<file path="src/core/scc_pkg.sv">
// Package: register map, bit positions and reset values of the card contact control block
package scc_pkg;
    // ------------------------------------------------------------
    // Register map
    // ------------------------------------------------------------
    localparam logic [7:0] CARD_CONTACT_CONTROL_ADDR  = 8'hac;
    localparam logic [7:0] CARD_CONTACT_CONTROL_RESET = 8'h00;
    // ------------------------------------------------------------
    // Field positions
    // ------------------------------------------------------------
    localparam int CLK_SEL_BIT   = 7;
    localparam int RSVD_BIT      = 6;
    localparam int AUX8_BIT      = 5;
    localparam int AUX4_BIT      = 4;
    localparam int IO_BIT        = 3;
    localparam int SWCLK_BIT     = 2;
    localparam int RESET_BIT     = 1;
    localparam int SUPPLY_BIT    = 0;
    // ------------------------------------------------------------
    // Clock switch synchroniser depth
    // ------------------------------------------------------------
    localparam int SYNC_STAGES   = 2;
    // ------------------------------------------------------------
    // Clock switch states
    // ------------------------------------------------------------
    typedef enum logic [1:0] {
        SCC_SW_SOFT = 2'b00,
        SCC_SW_GEN  = 2'b01
    } scc_sw_e;
endpackage

</file>
<file path="src/core/scc_clk_switch.sv">
// Glitch-free switch between software clock level and generated card clock
`timescale 1ns/1ps
`default_nettype none
module scc_clk_switch (
    input  wire logic clock,
    input  wire logic sys_rst,
    input  wire logic clk_en,
    input  wire logic sel_gen,
    input  wire logic soft_level,
    input  wire logic gen_clk,
    output logic      card_clk
);
    // ------------------------------------------------------------
    // Selection follows the clocks low phase only
    // ------------------------------------------------------------
    scc_pkg::scc_sw_e state_ff;
    scc_pkg::scc_sw_e nxt_state;
    logic             out_ff;
    logic             nxt_out;
    logic             gen_d_ff;
    logic             nxt_gen_d;

    always_comb begin
        nxt_state = state_ff;
        nxt_gen_d = gen_clk;
        case (state_ff)
            // Leave software level only when both sources are low, no runt pulse
            scc_pkg::SCC_SW_SOFT: begin
                if (sel_gen && !soft_level && !gen_d_ff) begin
                    nxt_state = scc_pkg::SCC_SW_GEN;
                end
            end
            scc_pkg::SCC_SW_GEN: begin
                if (!sel_gen && !gen_d_ff) begin
                    nxt_state = scc_pkg::SCC_SW_SOFT;
                end
            end
            default: nxt_state = scc_pkg::SCC_SW_SOFT;
        endcase
        if (state_ff == scc_pkg::SCC_SW_GEN) begin
            nxt_out = gen_d_ff;
        end else begin
            nxt_out = soft_level;
        end
    end

    always_ff @(posedge clock or posedge sys_rst) begin
        if (sys_rst) begin
            state_ff <= scc_pkg::SCC_SW_SOFT;
            out_ff   <= 1'b0;
            gen_d_ff <= 1'b0;
        end else if (clk_en) begin
            state_ff <= nxt_state;
            out_ff   <= nxt_out;
            gen_d_ff <= nxt_gen_d;
        end
    end

    assign card_clk = out_ff;
endmodule
`default_nettype wire

</file>
<file path="src/core/scc_contact_ctrl.sv">
// Card contact control register and contact drivers
`timescale 1ns/1ps
`default_nettype none
// Operation
// With clock select zero the card clock pin follows the software clock bit.
// With clock select one the card clock pin follows the generated card clock from crystal or PLL; the switch waits while the software clock bit is one.
// Switching clock select never glitches the card clock pin.
// The C8 contact is driven low when its bit is zero and high when one; the code releases it when one instead of driving it high.
// With the C8 bit one the contact is released so the card may pull it low and software reads it.
// The C4 contact is driven low when its bit is zero and high when one; the code releases it when one instead of driving it high.
// With the C4 bit one the contact is released and its level is read back.
// Without the card UART the I/O bit drives the I/O contact low or releases it high.
// Software samples the I/O contact by writing one to the I/O bit then reading it.
// With clock select zero the software clock bit is copied to the card clock contact.
// Software changes contacts only while the supply-in-range flag is one.
// The reset bit sets the reset contact and with supply off all contacts stay inactive.
// The UART-select bit chooses the I/O bit or the card UART as I/O contact source.
// The supply-in-range flag is one only while the card supply is within the selected range.
module scc_contact_ctrl #(
    parameter int ADDR_W = 8
) (
    input  wire logic              clock,
    input  wire logic              sys_rst,
    input  wire logic              clk_en,
    input  wire logic [ADDR_W-1:0] sfr_addr,
    input  wire logic              sfr_wr,
    input  wire logic              sfr_rd,
    input  wire logic [7:0]        sfr_wdata,
    output logic      [7:0]        sfr_rdata,
    output logic                   sfr_hit,
    input  wire logic              crystal_clock,
    input  wire logic              pll_clock,
    input  wire logic              gen_src_pll,
    input  wire logic              uart_select,
    input  wire logic              uart_io_out,
    output logic                   uart_io_in,
    input  wire logic              supply_in_range_flag,
    output logic                   supply_request,
    output logic                   card_clock_out,
    output logic                   contact_reset_out,
    input  wire logic              contact_io_pin_i,
    output logic                   contact_io_pin_o,
    output logic                   contact_io_pin_oe,
    input  wire logic              aux_pin8_i,
    output logic                   aux_pin8_o,
    output logic                   aux_pin8_oe,
    input  wire logic              aux_pin4_i,
    output logic                   aux_pin4_o,
    output logic                   aux_pin4_oe
);
    // ------------------------------------------------------------
    // Register
    // ------------------------------------------------------------
    logic [7:0] card_contact_control_ff;
    logic [7:0] nxt_card_contact_control;
    logic [7:0] rdata_ff;
    logic [7:0] nxt_rdata;
    logic       sel;
    logic       gen_clk;
    logic       sw_clk;
    logic       supply_on;
    logic       io_drive_low;

    assign sel = (sfr_addr == ADDR_W'(scc_pkg::CARD_CONTACT_CONTROL_ADDR));
    assign sfr_hit = sel & (sfr_wr | sfr_rd);
    assign supply_on = card_contact_control_ff[scc_pkg::SUPPLY_BIT];

    always_comb begin
        nxt_card_contact_control = card_contact_control_ff;
        nxt_rdata = rdata_ff;
        if (sel && sfr_wr) begin
            nxt_card_contact_control = sfr_wdata;
        end
        if (sel && sfr_rd) begin
            // Port-style read: I/O, C8 and C4 bits return pin levels, not latches
            nxt_rdata = card_contact_control_ff;
            nxt_rdata[scc_pkg::RSVD_BIT] = 1'b0;
            nxt_rdata[scc_pkg::IO_BIT]   = contact_io_pin_i;
            nxt_rdata[scc_pkg::AUX8_BIT] = aux_pin8_i;
            nxt_rdata[scc_pkg::AUX4_BIT] = aux_pin4_i;
        end
    end

    always_ff @(posedge clock or posedge sys_rst) begin
        if (sys_rst) begin
            card_contact_control_ff <= scc_pkg::CARD_CONTACT_CONTROL_RESET;
            rdata_ff <= 8'h00;
        end else if (clk_en) begin
            card_contact_control_ff <= nxt_card_contact_control;
            rdata_ff <= nxt_rdata;
        end
    end

    assign sfr_rdata = rdata_ff;

    // ------------------------------------------------------------
    // Clock contact
    // ------------------------------------------------------------
    // Generated clock is sampled on system clock; source must be well below 12.5 MHz
    assign gen_clk = gen_src_pll ? pll_clock : crystal_clock;
    assign sw_clk  = card_contact_control_ff[scc_pkg::SWCLK_BIT] & supply_on;

    scc_clk_switch u_clk_switch (
        .clock      (clock),
        .sys_rst    (sys_rst),
        .clk_en     (clk_en),
        .sel_gen    (card_contact_control_ff[scc_pkg::CLK_SEL_BIT] & supply_on),
        .soft_level (sw_clk),
        .gen_clk    (gen_clk),
        .card_clk   (card_clock_out)
    );

    // ------------------------------------------------------------
    // Pseudo bidirectional contacts: drive low, release for high
    // ------------------------------------------------------------
    always_comb begin
        if (uart_select) begin
            io_drive_low = ~uart_io_out;
        end else begin
            io_drive_low = ~card_contact_control_ff[scc_pkg::IO_BIT];
        end
    end

    // Supply off keeps every contact low
    assign supply_request     = supply_on;
    assign contact_reset_out  = card_contact_control_ff[scc_pkg::RESET_BIT] & supply_on;
    assign contact_io_pin_o   = 1'b0;
    assign contact_io_pin_oe  = io_drive_low | ~supply_on;
    assign uart_io_in         = contact_io_pin_i;
    assign aux_pin8_o         = 1'b0;
    assign aux_pin8_oe        = ~card_contact_control_ff[scc_pkg::AUX8_BIT] | ~supply_on;
    assign aux_pin4_o         = 1'b0;
    assign aux_pin4_oe        = ~card_contact_control_ff[scc_pkg::AUX4_BIT] | ~supply_on;
    // The in-range flag comes from the converter; it is only passed to software elsewhere
    logic unused_ok;
    assign unused_ok = supply_in_range_flag;
endmodule
`default_nettype wire

</file>
<file path="config.mk">
export PLATFORM = sky130hd
export DESIGN_NAME = scc_contact_ctrl
export DESIGN_NICKNAME = d
export VERILOG_FILES = /design/src/core/scc_pkg.sv /design/src/core/scc_clk_switch.sv /design/src/core/scc_contact_ctrl.sv
export SDC_FILE = /design/constraint.sdc
export NUM_CORES = 1
export LEC_CHECK = 0
export BUFFER_PORTS_ARGS = -buffer_cell sky130_fd_sc_hd__clkbuf_2
export CAP_MARGIN = 20
export CORE_MARGIN = 2
export CORE_UTILIZATION = 44
export DETAILED_ROUTE_END_ITERATION = 10
export HOLD_SLACK_MARGIN = 0.15
export MAX_ROUTING_LAYER = met4
export PLACE_DENSITY = 0.81
export SETUP_SLACK_MARGIN = 0.4
export SLEW_MARGIN = 40
export SYNTH_ARGS = -nofsm -noshare
export SYNTH_HDL_FRONTEND = slang
export SYNTH_SLANG_ARGS = --single-unit
export TNS_END_PERCENT = 10
</file>
<file path="constraint.sdc">
create_clock -name clock -period 1.2 [get_ports clock]
set_input_delay 0.12 -clock clock [delete_from_list [all_inputs] [get_ports clock]]
set_output_delay 0.12 -clock clock [all_outputs]
set_load 0.01 [all_outputs]
</file>
==> reports/qor.yml <==
status: "complete, but fails checks"
violations: "negative setup slack"
start_util_pct: 46.7
drtIter0Drc: 5
setup_tns_ps: -24.3
start_kind: "register"
r2r_start: "card_contact_control_ff[0]$_DFFE_PP0P_"
cts_root_buf: "clkbuf_4"
grt_util_all_layers_pct: 17.0
io_pins: 49
avgSynthCellArea_um2: 13.2
dr.pass1.iters: 4
fmax_ghz: 0.817
setup_ws_ps: -24.3
coreArea_um2: 1730
insertion_delay_ps: 290
syn_inst: 61
numCtsBuffers: 3
pre_cts_slack_ps: -22.1
die_x_um: 46.8
skew_ps: 3.87
syn2layout_area_growth_pct: 46.0
final_cells: 135
synthMuxAreaShare_pct: 22.2
syn-cell-area_um2: 806
p_leak_nw: 0.696
finalNetCount: 141
antenna_found_initial: 0
fp.dieH_um: 46.8
end_kind: "output port"
grt_pass1_wl_um: 2440
diodes: 0
synth-simple-area-share_pct: 13.4
grt_max_degree: 15
fin_area_um2: 1180
p_total_mw: 1.08
ir_drop_uv: 760
ys_ff_latch: 17
hold_viol: 0
cp_max_fo: 2
final-max-slew-violation-count: 0
htreeDepth: 1
yosysSeqAreaShare_pct: 52.8
dp.cells: 126
worstSetupPathType: "register to output port"
drc: 0
synth_top_family_by_area: "multiplexers"
row_count: 15
fin_hold_ws_ps: 51.3
synth_compound_area_share_pct: 4.19
post_route_cells_drive_above_1_share_pct: 62.7
fin_crit_ps: 1220
overflow: 0
rsz0062_at_grt: "yes"
layout_commonest_cell: "clkbuf_2"
clock_tree.buffer_depth: 2
hp-class: "input port to register"
placed_area_um2: 1020
drv_cap: 0
finalWirelength_um: 1750
synth_warnings: 0
post_drt_wl_per_cell_um: 13.0
path_clk_slew_ps: 100
dieArea_um2: 2190
ys_types: 15
avgViaCountPerCell: 4.69
cp.required_ps: 1080
final_cell_mix: "clkbuf_2 (27), dfrtp_1 (16), mux2_4 (12), buf_2 (12)"
synth_xor_area_share_pct: 0
fin_crit_sh_pct: 102
fin_util_pct: 68.1
worstPathArrival_ps: 1100
hold_start: "sfr_wdata[0]"
critical_path.startpoint: "card_contact_control_ff[3]$_DFFE_PP0P_"
antenna_left: 0
vias: 633
power_density_nw_per_um2: 915
hpwl_um: 1170
gp_congestion: 0.641
io_buffers: 42
synth_adder_area_share_pct: 0
grt_pass1_vias: 562
finalSetupViolations: 1
cts.sinks: 17
tritoncts: "done"
[worst paths after layout]
| path | to | slack, ps | cells past startpoint |
|---|---|---|---|
| setup / recovery | contact_io_pin_oe | -20 | 3 |
| hold / removal | card_contact_control_ff[0]$_DFFE_PP0P_ | 50 | 2 |
| setup reg to reg | sfr_rdata[0]$_DFFE_PP0P_ | 200 | 2 |
| hold reg to reg | sfr_rdata[3]$_DFFE_PP0P_ | 520 | 1 |
| max in group asynchronous | card_contact_control_ff[0]$_DFFE_PP0P_ | 570 | 4 |
| min in group asynchronous | sfr_rdata[4]$_DFFE_PP0P_ | 220 | 3 |
[flip-flops by register name (all words and copies together) (netlist names)]
signal                   cells
sfr_rdata                    7
u_clk_switch.state_ff        1
card_contact_control_ff      7
u_clk_switch.gen_d_ff        1
u_clk_switch.card_clk        1
[critical path, stage by stage, from the launching register on]
cell     delay [ps]
dfrtp_1         390
mux2_4          270
nand2_2          60
buf_6           100
[power breakdown]
group / internal, mW / switching, mW
sequential: 0.597 / 0.0179
combinational: 0.0893 / 0.0668
clock: 0.124 / 0.181
total: 0.810 / 0.265
[routing by layer]
layer	wire length (um)	global-route usage (%)	part of all wire (%)
met1	746	19.4	43
met2	884	29.9	51
met5	0	-	0
met3	119	3.46	6.8
met4	0	5.00	0
[final cells by class]
class / instances / area (um^2)
fill: 142 / 551
sequential: 17 / 427
multi-input combinational: 38 / 390
timing repair buffer: 48 / 289
tap: 25 / 31.3
clock buffer: 3 / 22.5
inverter: 3 / 11.3
clock inverter: 1 / 5.00
[logic make-up after synthesis]
kind of cell           after synthesis
flip-flops                          17
AND/OR/NAND/NOR                     13
AO/OA/AOI/OAI                        5
buffers and inverters                9
multiplexers                        16
other                                1
[Yosys cell counts, drive strengths merged]
cell type / number / area (um^2)
a21oi: 1 / 5.00
a31oi: 3 / 18.8
and2: 1 / 6.26
and4bb: 2 / 25.0
buf: 6 / 45.0
conb: 1 / 3.75
dfrtp: 17 / 425
inv: 3 / 11.3
mux2: 15 / 169
mux2i: 1 / 10.0
nand2: 5 / 18.8
nand3b: 1 / 7.51
nand4: 2 / 42.5
nor2: 2 / 7.51
o211a: 1 / 10.0
[timing repair]
action,in CTS,in global routing
setup buffers,1,0
resized for setup,14,20
pin swaps,6,9
hold buffers,3,1
endpoints found under the setup margin,30,31
hold endpoints to repair,28,10
cloned,0,0
Note: power is estimated with default switching activity, not from simulation.
